`src/inc/clk_rst_pkg.sv`:
```
// Constants, field layouts and types for the core clock and reset control block
package clk_rst_pkg;

  ////////////////////////////////////////////////////////////////////////////
  // Register map (byte addresses on the AHB-Lite slave)
  localparam logic [7:0] PWR_MGMT_OFS = 8'h00;
  localparam logic [7:0] PLLCTL_OFS = 8'h04;
  localparam logic [7:0] STATUS_OFS = 8'h08;
  localparam int HTRANS_ACTIVE_BIT = 1;

  // Power management control fields
  localparam int MULT_LSB = 0;
  localparam int MULT_W = 6;
  localparam int DIV_LSB = 6;
  localparam int DIV_W = 4;
  localparam logic [DIV_W-1:0] DIV_RESET = 4'h1;

  // PLL control: selects what the shared output pin carries
  localparam int PLL_SEL_BIT = 12;

  // Status fields
  localparam int STAT_RUN_BIT = 0;
  localparam int STAT_STRAP_LSB = 1;
  localparam int STAT_BYPASS_BIT = 3;

  ////////////////////////////////////////////////////////////////////////////
  // Strap codes and the ratios they select
  localparam logic [1:0] STRAP_R6 = 2'h0;
  localparam logic [1:0] STRAP_R32 = 2'h1;
  localparam logic [1:0] STRAP_R16 = 2'h2;
  localparam logic [1:0] STRAP_BYPASS = 2'h3;
  localparam logic [MULT_W-1:0] RATIO_6 = 6'h06;
  localparam logic [MULT_W-1:0] RATIO_32 = 6'h20;
  localparam logic [MULT_W-1:0] RATIO_16 = 6'h10;
  localparam logic [MULT_W-1:0] RATIO_1 = 6'h01;

  ////////////////////////////////////////////////////////////////////////////
  // Lock wait, counted in input-clock cycles
  localparam int LOCK_CYCLES = 4096;
  localparam int LOCK_CNT_W = 12;
  localparam logic [LOCK_CNT_W-1:0] LOCK_LAST = LOCK_CNT_W'(LOCK_CYCLES - 1);
  localparam logic [LOCK_CNT_W-1:0] LOCK_ZERO = 12'h000;

  typedef enum logic [1:0] {
    ST_LOCK = 2'b01,
    ST_RUN = 2'b10
  } boot_state_t;

  typedef struct packed {
    logic [DIV_W-1:0] div;
    logic [MULT_W-1:0] mult;
  } pwr_mgmt_t;

  function automatic logic [MULT_W-1:0] ratio_of(input logic [1:0] strap);
    logic [MULT_W-1:0] r;
    r = RATIO_1;
    case (strap)
      STRAP_R6: r = RATIO_6;
      STRAP_R32: r = RATIO_32;
      STRAP_R16: r = RATIO_16;
      default: r = RATIO_1;
    endcase
    return r;
  endfunction : ratio_of

endpackage : clk_rst_pkg

```
`src/rtl/core_clock_reset_control.sv`:
```
// Start-up clock source, ratio, lock wait and shared clock/reset pin control
//
// What this block does
// - Core clock comes from PLL or straight from input, chosen by the straps.
// - Start-up core ratio is taken from the straps as reset is left.
// - Once the core runs, software may rewrite PLL multiplier and divider.
// - Shared pin carries core reset by default; PLL control bit 12 selects PLL clock.
// - After reset release wait 4096 input cycles for lock, then start the core.
// - Straps decode 00 to 6:1, 01 to 32:1, 10 to 16:1.
//
// Decided for this implementation: the address map and the AHB-Lite register port.
`timescale 1ns/1ps
module core_clock_reset_control
  import clk_rst_pkg::*;
(
  // Input clock and reset
  input wire logic core_clk,
  input wire logic reset,
  // Strap pins
  input wire logic [1:0] ratio_select_straps,
  // AHB-Lite slave
  input wire logic hsel,
  input wire logic [31:0] haddr,
  input wire logic [1:0] htrans,
  input wire logic hwrite,
  input wire logic [2:0] hsize,
  input wire logic [31:0] hwdata,
  input wire logic hready,
  output logic hreadyout,
  output logic hresp,
  output logic [31:0] hrdata,
  // Core side
  output logic core_reset_out,
  output logic core_clk_en,
  output logic [MULT_W-1:0] core_ratio,
  // Shared pin
  output logic clock_or_reset_output
);

  boot_state_t state_r;
  logic [LOCK_CNT_W-1:0] lock_cnt_r;
  logic [1:0] strap_r;
  logic bypass;
  logic core_run;
  pwr_mgmt_t pwr_mgmt_r;
  logic [31:0] pllctl_r;
  logic pll_sel;
  logic wr_pend_r;
  logic [7:0] wr_ofs_r;
  logic addr_ok;
  logic pm_wr;
  logic div_tick;
  logic div_wave;
  logic [31:0] status_word;

  ////////////////////////////////////////////////////////////////////////////
  // Straps and lock wait

  // Straps are sampled on every reset cycle, so the last one before release wins
  always_ff @(posedge core_clk) begin
    if (reset) begin
      strap_r <= ratio_select_straps;
    end
  end

  assign bypass = (strap_r == STRAP_BYPASS);

  // Counter restarts from zero and state from ST_LOCK on any reset cycle
  always_ff @(posedge core_clk) begin
    if (reset) begin
      state_r <= ST_LOCK;
      lock_cnt_r <= LOCK_ZERO;
    end else begin
      case (state_r)
        ST_LOCK: begin
          if (lock_cnt_r == LOCK_LAST) begin
            state_r <= ST_RUN;
          end else begin
            lock_cnt_r <= lock_cnt_r + LOCK_CNT_W'(1);
          end
        end
        ST_RUN: begin
          state_r <= ST_RUN;
        end
        default: begin
          state_r <= ST_LOCK;
          lock_cnt_r <= LOCK_ZERO;
        end
      endcase
    end
  end

  assign core_run = (state_r == ST_RUN);
  assign core_reset_out = ~core_run;

  ////////////////////////////////////////////////////////////////////////////
  // AHB-Lite slave, zero wait states, always OKAY

  assign hreadyout = 1'b1;
  assign hresp = 1'b0;
  assign addr_ok = hsel && hready && htrans[HTRANS_ACTIVE_BIT];
  assign pm_wr = wr_pend_r && (wr_ofs_r == PWR_MGMT_OFS);
  assign pll_sel = pllctl_r[PLL_SEL_BIT];

  assign status_word = {28'h0000000, bypass, strap_r, core_run};

  always_ff @(posedge core_clk) begin
    if (reset) begin
      wr_pend_r <= 1'b0;
      wr_ofs_r <= 8'h00;
    end else begin
      wr_pend_r <= addr_ok && hwrite;
      wr_ofs_r <= haddr[7:0];
    end
  end

  // Read data is fetched in the address phase; unmapped addresses read zero
  always_ff @(posedge core_clk) begin
    if (reset) begin
      hrdata <= 32'h00000000;
    end else if (addr_ok && !hwrite) begin
      case (haddr[7:0])
        PWR_MGMT_OFS: hrdata <= {22'h000000, pwr_mgmt_r};
        PLLCTL_OFS: hrdata <= pllctl_r;
        STATUS_OFS: hrdata <= status_word;
        default: hrdata <= 32'h00000000;
      endcase
    end
  end

  // Ratio writes before the core runs are dropped: the strap ratio must hold
  // through the lock wait, or the core would start at an unlocked rate
  always_ff @(posedge core_clk) begin
    if (reset) begin
      pwr_mgmt_r.mult <= ratio_of(ratio_select_straps);
      pwr_mgmt_r.div <= DIV_RESET;
    end else if (pm_wr && core_run) begin
      pwr_mgmt_r <= hwdata[DIV_LSB+DIV_W-1:MULT_LSB];
    end
  end

  always_ff @(posedge core_clk) begin
    if (reset) begin
      pllctl_r <= 32'h00000000;
    end else if (wr_pend_r && wr_ofs_r == PLLCTL_OFS) begin
      pllctl_r <= hwdata & (32'h00000001 << PLL_SEL_BIT);
    end
  end

  ////////////////////////////////////////////////////////////////////////////
  // Core clock enable and shared pin

  pll_rate_divider u_div (
    .core_clk(core_clk),
    .reset(reset),
    .div(pwr_mgmt_r.div),
    .tick(div_tick),
    .wave(div_wave)
  );

  // Bypass runs the core at the input rate, ignoring the PLL settings
  assign core_clk_en = bypass ? 1'b1 : div_tick;
  assign core_ratio = bypass ? RATIO_1 : pwr_mgmt_r.mult;

  always_ff @(posedge core_clk) begin
    if (reset) begin
      clock_or_reset_output <= 1'b1;
    end else begin
      clock_or_reset_output <= pll_sel ? div_wave : core_reset_out;
    end
  end
endmodule : core_clock_reset_control

```
`src/rtl/pll_rate_divider.sv`:
```
// Enable-pulse divider standing in for the PLL output rate
`timescale 1ns/1ps
module pll_rate_divider
  import clk_rst_pkg::*;
(
  // Clock and reset
  input wire logic core_clk,
  input wire logic reset,
  // Divide setting, zero behaves as one
  input wire logic [DIV_W-1:0] div,
  // Divided outputs
  output logic tick,
  output logic wave
);

  logic [DIV_W-1:0] cnt_r;
  logic wrap;

  assign wrap = (div == '0) || (cnt_r >= div - DIV_W'(1));

  always_ff @(posedge core_clk) begin
    if (reset) begin
      cnt_r <= '0;
    end else if (wrap) begin
      cnt_r <= '0;
    end else begin
      cnt_r <= cnt_r + DIV_W'(1);
    end
  end

  always_ff @(posedge core_clk) begin
    if (reset) begin
      tick <= 1'b0;
      wave <= 1'b0;
    end else begin
      tick <= wrap;
      if (wrap) begin
        wave <= ~wave;
      end
    end
  end

endmodule : pll_rate_divider

```
`config.mk`:
```
export PLATFORM = sky130hd
export DESIGN_NAME = core_clock_reset_control
export DESIGN_NICKNAME = d
export VERILOG_FILES = /design/src/inc/clk_rst_pkg.sv /design/src/rtl/core_clock_reset_control.sv /design/src/rtl/pll_rate_divider.sv
export SDC_FILE = /design/constraint.sdc
export NUM_CORES = 1
export LEC_CHECK = 0
export BUFFER_PORTS_ARGS = -buffer_cell sky130_fd_sc_hd__buf_2
export CORE_MARGIN = 1.5
export CORE_UTILIZATION = 40
export CTS_BUF_LIST = sky130_fd_sc_hd__clkbuf_4 sky130_fd_sc_hd__clkbuf_8
export DETAILED_ROUTE_END_ITERATION = 7
export PLACE_DENSITY = 0.79
export SLEW_MARGIN = 0
export SYNTH_ARGS = -nofsm -noshare
export SYNTH_HDL_FRONTEND = slang
export SYNTH_HIERARCHICAL = 1
export SYNTH_SLANG_ARGS = --single-unit
```
`constraint.sdc`:
```
create_clock -name core_clk -period 1.7 [get_ports core_clk]
set_clock_uncertainty 0.1 [all_clocks]
set_input_delay 0.255 -clock core_clk [delete_from_list [all_inputs] [get_ports core_clk]]
set_output_delay 0.255 -clock core_clk [all_outputs]
set_load 0.1 [all_outputs]
```
==> results.json, run 1 <==
{
  "status": "complete, but fails checks",
  "failed_checks": "setup timing",
  "synth-compound-area-share_pct": 12.8,
  "grt_pass1_vias": 2067,
  "ant_nets": 0,
  "avgSynthCellArea_um2": 9.31,
  "dieWidth_um": 84.2,
  "vias": 2228,
  "grt_pass1_wl_mm": 9.27,
  "final_hold_viol_count": 0,
  "async_reset_ff_share_pct": 0,
  "cts_tree": "built",
  "yosysWarnings": 6,
  "grt_max_degree": 30,
  "clkTransAtPathRegs_ns": 0.10,
  "cts_sinks": 54,
  "max-cap-violations": 0,
  "crit_path_end_kind": "flip-flop",
  "worstSkewPairLatency_ns": 0.31,
  "vias_per_cell": 5.22,
  "p_leak_nw": 1.44,
  "fin_ws_ns": -0.0993,
  "fin_total_pwr_w": 0.00265,
  "powerDensity_nw_per_um2": 799,
  "hold_class": "input pin to flip-flop",
  "core_um2": 6350,
  "ios": 119,
  "die_h_um": 84.2,
  "antenna_found_initial": 0,
  "first_pass_iters": 4,
  "synth_adder_area_share_pct": 4.27,
  "critical_path_class": "flip-flop to flip-flop",
  "gp_congestion": 0.872,
  "synth_flop_cell": "dfxtp_1",
  "drtIter0Drc": 87,
  "required_ns": 1.79,
  "rsz0062_at_grt": "true",
  "ys_types": 53,
  "yosysMostFrequentCell": "dfxtp_1",
  "die_area_um2": 7080,
  "holdWs_ns": 0.0723,
  "avgRoutedWirePerCell_um": 13.2,
  "synth_commonest_cells": "dfxtp_1 (46), buf_4 (23), nor2_1 (19)",
  "yosys.area_share.simple_pct": 23.4,
  "portBuffers": 46,
  "synth.area.mux_share_pct": 3.99,
  "num_antenna_cells": 0,
  "drive_above_1_share_pct": 30.3,
  "synthToLayoutAreaGrowth_pct": 25.9,
  "critical_path_arrival_ns": 1.89,
  "synth_top_area_cell": "dfxtp_1",
  "num_rows": 29,
  "syn_area_um2": 2640,
  "final.min_clock_period_ns": 1.80,
  "numCtsBuffers": 5,
  "clk_path_buf_depth": 2,
  "setup_violations": 5,
  "slew_viol_final": 0,
  "root_buffer": "clkbuf_8",
  "synth_top_family_by_area": "simple AND/OR/NAND/NOR gates",
  "wl_mm": 5.63,
  "synth_area_leaders": "dfxtp_1 (35%), edfxtp_1 (9.1%), buf_4 (6.6%), ha_1 (4.3%), mux2i_1 (3.4%)",
  "syn_inst": 283,
  "fmax_mhz": 556,
  "post-route-drc-count": 0,
  "path_cells": "nor3_4 > xnor2_1 > ha_1 > a211oi_2 > o21ai_2 > mux2_4",
  "overflow": 0,
  "start_util_pct": 41.5,
  "h-tree-depth": 2,
  "synth-xor-area-share_pct": 1.33,
  "grt_use_total_pct": 15.8,
  "synth-edff-count": 8,
  "slowest_delay_ns": 0.37,
  "ys_seq_area_share_pct": 44.1,
  "start_kind": "flip-flop",
  "stdcell_count": 427,
  "vdd_ir_drop_max_mv": 0.540,
  "fin_crit_sh_pct": 106,
  "cp_max_fo": 3,
  "place_hpwl_mm": 4.26,
  "dpl.cell_count": 417,
  "layout.nets": 434,
  "slowest_stage": "dfxtp_4",
  "synth_top_area_share_pct": 34.9,
  "synth_seq_cells": 54
}
==> final cells by class <==
cell class                 count  area, um2
fill                         561       3030
multi-input combinational    204       1380
sequential                    54       1170
timing repair buffer          69        518
tap                           77       96.3
clock buffer                   5       68.8
inverter                      15       60.1
clock inverter                 3       22.5
==> registers in the layout (all words and copies together) (netlist names), 2 cells and up <==
| signal | count |
|---|---|
| hrdata | 11 |
| lock_cnt_r | 12 |
| pwr_mgmt_r | 10 |
| state_r | 2 |
| strap_r | 2 |
| u_div/cnt_r | 4 |
| wr_ofs_r | 8 |
==> timing repair <==
| action | in CTS | in global routing |
|---|---|---|
| hold endpoints to repair | 0 | 0 |
| hold buffers | 0 | 0 |
| endpoints found under the setup margin | 12 | 18 |
| setup buffers | 0 | 2 |
| pin swaps | 0 | 3 |
| gates resized for setup | 7 | 10 |
==> cells by family after synthesis <==
kind of cell | count (synthesis)
simple gates | 109
flops | 54
compound gates | 49
buf+inv | 46
mux | 10
fa+ha+maj | 9
xor+xnor | 4
other cells | 2
==> per-stage QoR <==
step | setup TNS [ns] | worst slack, ns | util (%) | area, um2
after floorplan | -0.0190 | -0.0132 | - | 2760
after global placement | -0.116 | -0.0543 | 49.3 | 3130
after detailed placement | -0.135 | -0.0552 | 49.3 | 3130
after CTS | -0.296 | -0.0873 | 51.3 | 3260
after global routing | -0.777 | -0.180 | 52.3 | 3320
final | -0.349 | -0.0993 | 52.3 | 3320
==> power breakdown <==
group | switching (W) | internal, W
clock network | 0.000432 | 0.000297
registers | 0.0000258 | 0.00133
logic | 0.000432 | 0.000132
total | 0.000890 | 0.00176
==> final timing paths <==
| kind | startpoint | endpoint | slack, ns | cells past startpoint |
|---|---|---|---|---|
| worst max-delay path | pwr_mgmt_r[6] | u_div/wave | -0.1 | 6 |
| worst min-delay path | hwdata[6] | pwr_mgmt_r[6] | 0.07 | 3 |
| worst max register to register | pwr_mgmt_r[6] | u_div/wave | -0.1 | 6 |
| worst min register to register | hrdata[2] | hrdata[2] | 0.36 | 2 |
==> routing by layer <==
layer  track usage (%)  up-vias  part of all wire [%]
li1                  -     1099                     -
met1              20.6     1042                    46
met2              26.4       80                    48
met3              3.34        7                   5.1
met4              4.77        0                  0.71
met5                 0        -                     0
==> critical path, delay by kind of cell, from the launching register on <==
| family | cells | cell delay [ns] |
|---|---|---|
| flops | 1 | 0.37 |
| compound gates | 2 | 0.31 |
| mux | 1 | 0.30 |
| fa+ha+maj | 1 | 0.28 |
| simple gates | 1 | 0.18 |
| xor+xnor | 1 | 0.15 |
==> layout by cell type, fill, tap and decap left out, drive strengths merged, types with 6 or more instances in the layout <==
| cell | count |
|---|---|
| buf | 69 |
| dfxtp | 46 |
| conb | 23 |
| nor2 | 19 |
| nand2 | 18 |
| o21ai | 17 |
| inv | 16 |
| nor2b | 14 |
| nor3 | 10 |
| nand3 | 9 |
| mux2i | 9 |
| ha | 9 |
| edfxtp | 8 |
| and2 | 6 |
| a32oi | 6 |
(Power assumes the default switching activity.)
==> run 2, diff against run 1 <==
--- a/config.mk
+++ b/config.mk
@@ -10,7 +10,7 @@
 export CORE_UTILIZATION = 40
 export CTS_BUF_LIST = sky130_fd_sc_hd__clkbuf_4 sky130_fd_sc_hd__clkbuf_8
 export DETAILED_ROUTE_END_ITERATION = 7
-export PLACE_DENSITY = 0.79
+export PLACE_DENSITY = 0.74
 export SLEW_MARGIN = 0
 export SYNTH_ARGS = -nofsm -noshare
 export SYNTH_HDL_FRONTEND = slang
==> run 2 against run 1 <==
Effect of this change: largest cell class unchanged; register-to-register slack lost 0.02 ns; highest routed layer unchanged; count of clock-buffer cells in the layout rose by 1; clock power is 2% higher; die area stayed put; the flow still finishes with violations (setup timing); first-iteration DRC count grew 36%; maximum frequency fell by 1.0%; sequential share of layout area decreased by 0.14 points; wire length increased by 2.4%.
==> results.json, run 2 (synthesis results as in run 1) <==
{
  "status": "complete, but fails checks",
  "failed_checks": "setup timing",
  "wl_met2_mm": 2.88,
  "h-tree-depth": 2,
  "layout_common_cells": "dfxtp_1 (42), buf_2 (38), conb_1 (23)",
  "regArea_um2": 1170,
  "slowest_stage": "dfxtp_4",
  "hold_class": "input pin to flip-flop",
  "layout.nets": 433,
  "powerDensity_nw_per_um2": 799,
  "final_hold_viol_count": 0,
  "first_pass_iters": 4,
  "overflow": 0,
  "max-cap-violations": 0,
  "num_antenna_cells": 0,
  "dieWidth_um": 84.2,
  "fin_crit_sh_pct": 107,
  "met1Wirelength_mm": 2.56,
  "start_util_pct": 41.5,
  "worstSkewPairLatency_ns": 0.31,
  "grt_pass1_wl_mm": 9.41,
  "p_leak_nw": 1.44,
  "slew_viol_final": 0,
  "grt_max_degree": 44,
  "largest_reg_flops": 12,
  "synthToLayoutAreaGrowth_pct": 26.7,
  "critical_path_class": "flip-flop to flip-flop",
  "stdcell_area_um2": 3340,
  "multi_input_area_um2": 1380,
  "core_um2": 6350,
  "gp_congestion": 0.806,
  "rsz0062_at_grt": "true",
  "biggestRegsByFlops": "lock_cnt_r x12, hrdata x11, pwr_mgmt_r x10",
  "clk_path_buf_depth": 2,
  "place_area_um2": 3150,
  "required_ns": 1.81,
  "cts_sinks": 54,
  "fin_ws_ns": -0.117,
  "post-place-ws_ns": -0.0852,
  "num_rows": 29,
  "ios": 119,
  "clkTransAtPathRegs_ns": 0.10,
  "root_buffer": "clkbuf_8",
  "drtIter0Drc": 118,
  "grt_use_total_pct": 16.3,
  "path_cells": "nor3_4 > xnor2_1 > ha_1 > a211oi_2 > o21ai_2 > mux2_4",
  "portBuffers": 46,
  "grt_pass1_vias": 2046,
  "top_layer": "met4",
  "cp_max_fo": 4,
  "vias": 2157,
  "wl_mm": 5.77,
  "cts_tree": "built",
  "critical_path_arrival_ns": 1.93,
  "die_area_um2": 7080,
  "drive_above_1_share_pct": 29.8,
  "slowest_delay_ns": 0.38,
  "die_h_um": 84.2,
  "top_register": "lock_cnt_r",
  "setup_violations": 5,
  "antenna_found_initial": 0,
  "start_kind": "flip-flop",
  "vdd_ir_drop_max_mv": 0.420,
  "fmax_mhz": 550,
  "vias_per_cell": 5.06,
  "final.min_clock_period_ns": 1.82,
  "crit_path_end_kind": "flip-flop",
  "routed-wl-met3_um": 272,
  "post-route-drc-count": 0,
  "avgRoutedWirePerCell_um": 13.5,
  "fill_cells": 567,
  "numCtsBuffers": 5,
  "layout_commonest_cell": "dfxtp_1",
  "ant_nets": 0,
  "place_hpwl_mm": 4.29
}
-- run 2: changes by cell type in the layout (fill, tap and decap cells not counted), sizes merged --
cell      delta
buf          -1
clkbuf       +1
clkinvlp     -1
-- run 2: area by class of cell --
| class | instances | area share, % |
|---|---|---|
| Multi-Input combinational cell | 204 | 41.4 |
| Sequential cell | 54 | 35.1 |
| Timing Repair Buffer | 68 | 16.2 |
| Tap cell | 77 | 2.89 |
| Clock buffer | 6 | 2.29 |
| Inverter | 15 | 1.80 |
| Clock inverter | 2 | 0.375 |
-- run 2: path summary, 6_finish.rpt --
path,endpoint,startpoint,cells after the start,slack [ns]
worst min-delay path,strap_r[0],ratio_select_straps[0],1,0.07
worst max-delay path,u_div/wave,pwr_mgmt_r[6],6,-0.12
worst max register to register,u_div/wave,pwr_mgmt_r[6],6,-0.12
worst min register to register,hrdata[12],hrdata[12],2,0.35
-- run 2: worst max-delay path, delay by kind of cell (launching register included) --
kind	cells	cell delay, ns
simple gates	1	0.18
xor+xnor	1	0.14
compound gates	2	0.34
fa+ha+maj	1	0.28
flops	1	0.38
mux	1	0.31
-- run 2: timing repair --
item / 4_1_cts / 5_1_grt
endpoints found under the setup margin: 8 / 22
setup buffers: 1 / 1
pin swaps: 2 / 3
resized for setup: 10 / 9
hold buffers: 0 / 0
-- run 2: metrics by stage --
step	setup TNS [ns]	utilization (%)	std cells	total power (W)	hold slack [ns]
floorplan	-0.0190	-	304	0.00184	0.227
global placement	-0.227	49.6	416	0.00194	0.337
detailed placement	-0.234	49.6	416	0.00195	0.341
CTS	-0.299	51.8	425	0.00268	0.0542
global route	-0.595	52.6	426	0.00276	0.0562
finish	-0.263	52.6	426	0.00267	0.0659
-- run 2: report_power, final --
| group | internal (W) | leakage (nW) | switching (W) |
|---|---|---|---|
| logic | 0.000136 | 0.941 | 0.000432 |
| clock network | 0.000310 | 0.0495 | 0.000432 |
| registers | 0.00133 | 0.454 | 0.0000261 |
| total | 0.00178 | 1.44 | 0.000891 |
-- run 2: per-layer routing --
metal | GRT usage (%) | vias to the layer above
li1 | - | 1089
met1 | 19.8 | 996
met2 | 28.9 | 67
met3 | 4.13 | 5
met4 | 3.87 | 0
met5 | 0 | -
==> run 3, diff against run 2 <==
--- a/config.mk
+++ b/config.mk
@@ -10,9 +10,10 @@
 export CORE_UTILIZATION = 40
 export CTS_BUF_LIST = sky130_fd_sc_hd__clkbuf_4 sky130_fd_sc_hd__clkbuf_8
 export DETAILED_ROUTE_END_ITERATION = 7
-export PLACE_DENSITY = 0.74
+export PLACE_DENSITY = 0.75
+export REMOVE_ABC_BUFFERS = 1
+export SKIP_CTS_REPAIR_TIMING = 1
 export SLEW_MARGIN = 0
 export SYNTH_ARGS = -nofsm -noshare
 export SYNTH_HDL_FRONTEND = slang
-export SYNTH_HIERARCHICAL = 1
 export SYNTH_SLANG_ARGS = --single-unit
==> run 3 against run 2 <==
Effect of this change: the flow still finishes with violations (setup timing); sequential share of layout area about the same; sequential power about the same; cell count up 0.23%; core utilization up 0.73 points; via count down 1.3%; clock power up 18%; wire length down 3.2%; worst hold slack better by 0.0015 ns; power up 3.8%; global-route usage down 0.72 points; highest routed layer unchanged.
==> results.json, run 3 <==
{
  "path_cells": "inv_2 > ha_4 > xnor2_2 > ha_1 > a21oi_2 > o21ai_1 > a211o_1 > nand2b_4 > nor2_1",
  "failed_checks": "setup timing",
  "drtIter0Drc": 101,
  "fin_setup_tns_ns": -1.29,
  "dieWidth_um": 83.3,
  "biggestRegsByFlops": "lock_cnt_r x12, hrdata x11, pwr_mgmt_r x10",
  "clkTransAtPathRegs_ns": 0.10,
  "layout_common_cells": "buf_2 (38), dfxtp_1 (36), nor2_1 (31)",
  "avgRoutedWirePerCell_um": 13.1,
  "fin_crit_sh_pct": 116,
  "start_kind": "flip-flop",
  "syn_area_um2": 2580,
  "crit_path_end_kind": "flip-flop",
  "fmax_mhz": 506,
  "first_pass_iters": 4,
  "clkPwrFrac_pct": 31.6,
  "netSwitchingPower_w": 0.000859,
  "synth_commonest_cells": "dfxtp_1 (46), nor2_1 (34), buf_4 (23)",
  "ys_types": 44,
  "overflow": 0,
  "avgSynthCellArea_um2": 9.06,
  "critical_path_arrival_ns": 2.11,
  "antenna_found_initial": 0,
  "netSwitchingFraction_pct": 31.0,
  "numCtsBuffers": 5,
  "synth_top_area_cell": "dfxtp_1",
  "multi_input_area_um2": 1390,
  "combPwrFrac_pct": 19.6,
  "ios": 119,
  "core_um2": 6280,
  "layout_commonest_cell": "buf_2",
  "grt_max_degree": 24,
  "clk_path_buf_depth": 2,
  "yosysMostFrequentCell": "dfxtp_1",
  "fin_ws_ns": -0.277,
  "hold_class": "input pin to flip-flop",
  "h-tree-depth": 2,
  "ys_seq_area_share_pct": 45.0,
  "synth-edff-count": 8,
  "vdd_ir_drop_max_mv": 0.477,
  "wl_mm": 5.58,
  "setup_violations": 7,
  "start_util_pct": 41.1,
  "post-route-drc-count": 0,
  "cp_max_fo": 4,
  "synth_flop_cell": "dfxtp_1",
  "ant_nets": 0,
  "fill_cells": 565,
  "critical_path_class": "flip-flop to flip-flop",
  "gp_congestion": 0.851,
  "synth_top_area_share_pct": 35.7,
  "p_seq_share_pct": 48.8,
  "slowest_stage": "dfxtp_2",
  "worstSkewPairLatency_ns": 0.31,
  "syn_inst": 285,
  "num_antenna_cells": 0,
  "layout.nets": 434,
  "max-cap-violations": 0,
  "synthToLayoutAreaGrowth_pct": 29.6,
  "final_hold_viol_count": 0,
  "num_rows": 29,
  "p_leak_nw": 1.45,
  "yosysWarnings": 0,
  "rsz0062_at_grt": "true",
  "post-place-ws_ns": -0.406,
  "cellInternalPower_w": 0.00191,
  "slew_viol_final": 0,
  "die_h_um": 83.3,
  "top_register": "lock_cnt_r",
  "synth_area_leaders": "dfxtp_1 (36%), edfxtp_1 (9.3%), buf_4 (6.7%), nor2_1 (4.9%), ha_1 (4.4%)",
  "die_area_um2": 6940,
  "synth_seq_cells": 54,
  "powerDensity_nw_per_um2": 828,
  "vias": 2128,
  "slowest_delay_ns": 0.34,
  "grt_pass1_vias": 1937,
  "root_buffer": "clkbuf_8",
  "cts_sinks": 54,
  "status": "complete, but fails checks",
  "grt_pass1_wl_mm": 8.78,
  "grt_use_total_pct": 15.5,
  "vias_per_cell": 4.98,
  "regArea_um2": 1170,
  "place_hpwl_mm": 3.90,
  "async_reset_ff_share_pct": 0,
  "required_ns": 1.84,
  "final.min_clock_period_ns": 1.98,
  "cts_tree": "built",
  "drive_above_1_share_pct": 34.6,
  "largest_reg_flops": 12,
  "portBuffers": 46
}
## run 3: area by class of cell
class / count / area share, %
clock inverters: 2 / 1.12
repair buffers: 69 / 15.4
inverters: 16 / 1.80
flip-flops and latches: 54 / 35.1
multi-input cells: 203 / 41.5
clock buffers: 6 / 2.28
well taps: 77 / 2.88
## run 3: final timing paths
path         cells past startpoint           from  slack (ns)             end
max                              9  pwr_mgmt_r[6]       -0.28  u_div.cnt_r[1]
min                              2       haddr[1]        0.07     wr_ofs_r[1]
max reg2reg                      9  pwr_mgmt_r[6]       -0.28  u_div.cnt_r[1]
min reg2reg                      2      hrdata[8]        0.42       hrdata[8]
## run 3: worst max-delay path: cells and delay by family (launching register included)
kind,cells,cell delay (ns)
adder cells (fa/ha/maj),2,0.46
XOR/XNOR,1,0.13
AO/OA/AOI/OAI,3,0.50
buffers and inverters,1,0.05
AND/OR/NAND/NOR,2,0.33
flip-flops,1,0.34
## run 3: power groups by stage
stage / logic, W / registers (W) / clock network (W)
3_3_place_gp: 0.000532 / 0.00138 / 0
3_5_place_dp: 0.000536 / 0.00138 / 0
4_1_cts: 0.000537 / 0.00135 / 0.000897
5_1_grt: 0.000565 / 0.00136 / 0.000956
6_report: 0.000544 / 0.00135 / 0.000875
2_1_floorplan: 0.000391 / 0.00137 / 0
## run 3: kinds of logic after synthesis
logic type,share of synthesized area (%)
and+or+nand+nor,22.4
DFF,45.0
buffers and inverters,10.5
AOI/OAI and AO/OA,12.1
adders and majority gates,4.36
muxes,3.64
xor gates and xnor gates,1.70
other,0.291
## run 3: through the flow
step | area (um2) | utilization (%) | hold slack (ns) | cells | total power (W)
5_1_grt | 3350 | 53.3 | 0.0582 | 427 | 0.00288
3_5_place_dp | 3050 | 48.5 | 0.377 | 418 | 0.00191
6_report | 3350 | 53.3 | 0.0674 | 427 | 0.00277
4_1_cts | 3160 | 50.3 | 0.0671 | 426 | 0.00278
3_3_place_gp | 3050 | 48.5 | 0.360 | 418 | 0.00191
2_1_floorplan | 2450 | - | 0.224 | 273 | 0.00177
## run 3: per-layer routing
layer	track usage [%]	vias up	part of all wire [%]
met5	0	-	0
met4	3.79	0	0.81
met3	2.98	6	4.6
met2	27.7	61	51
met1	19.3	1003	43
li1	-	1058	-
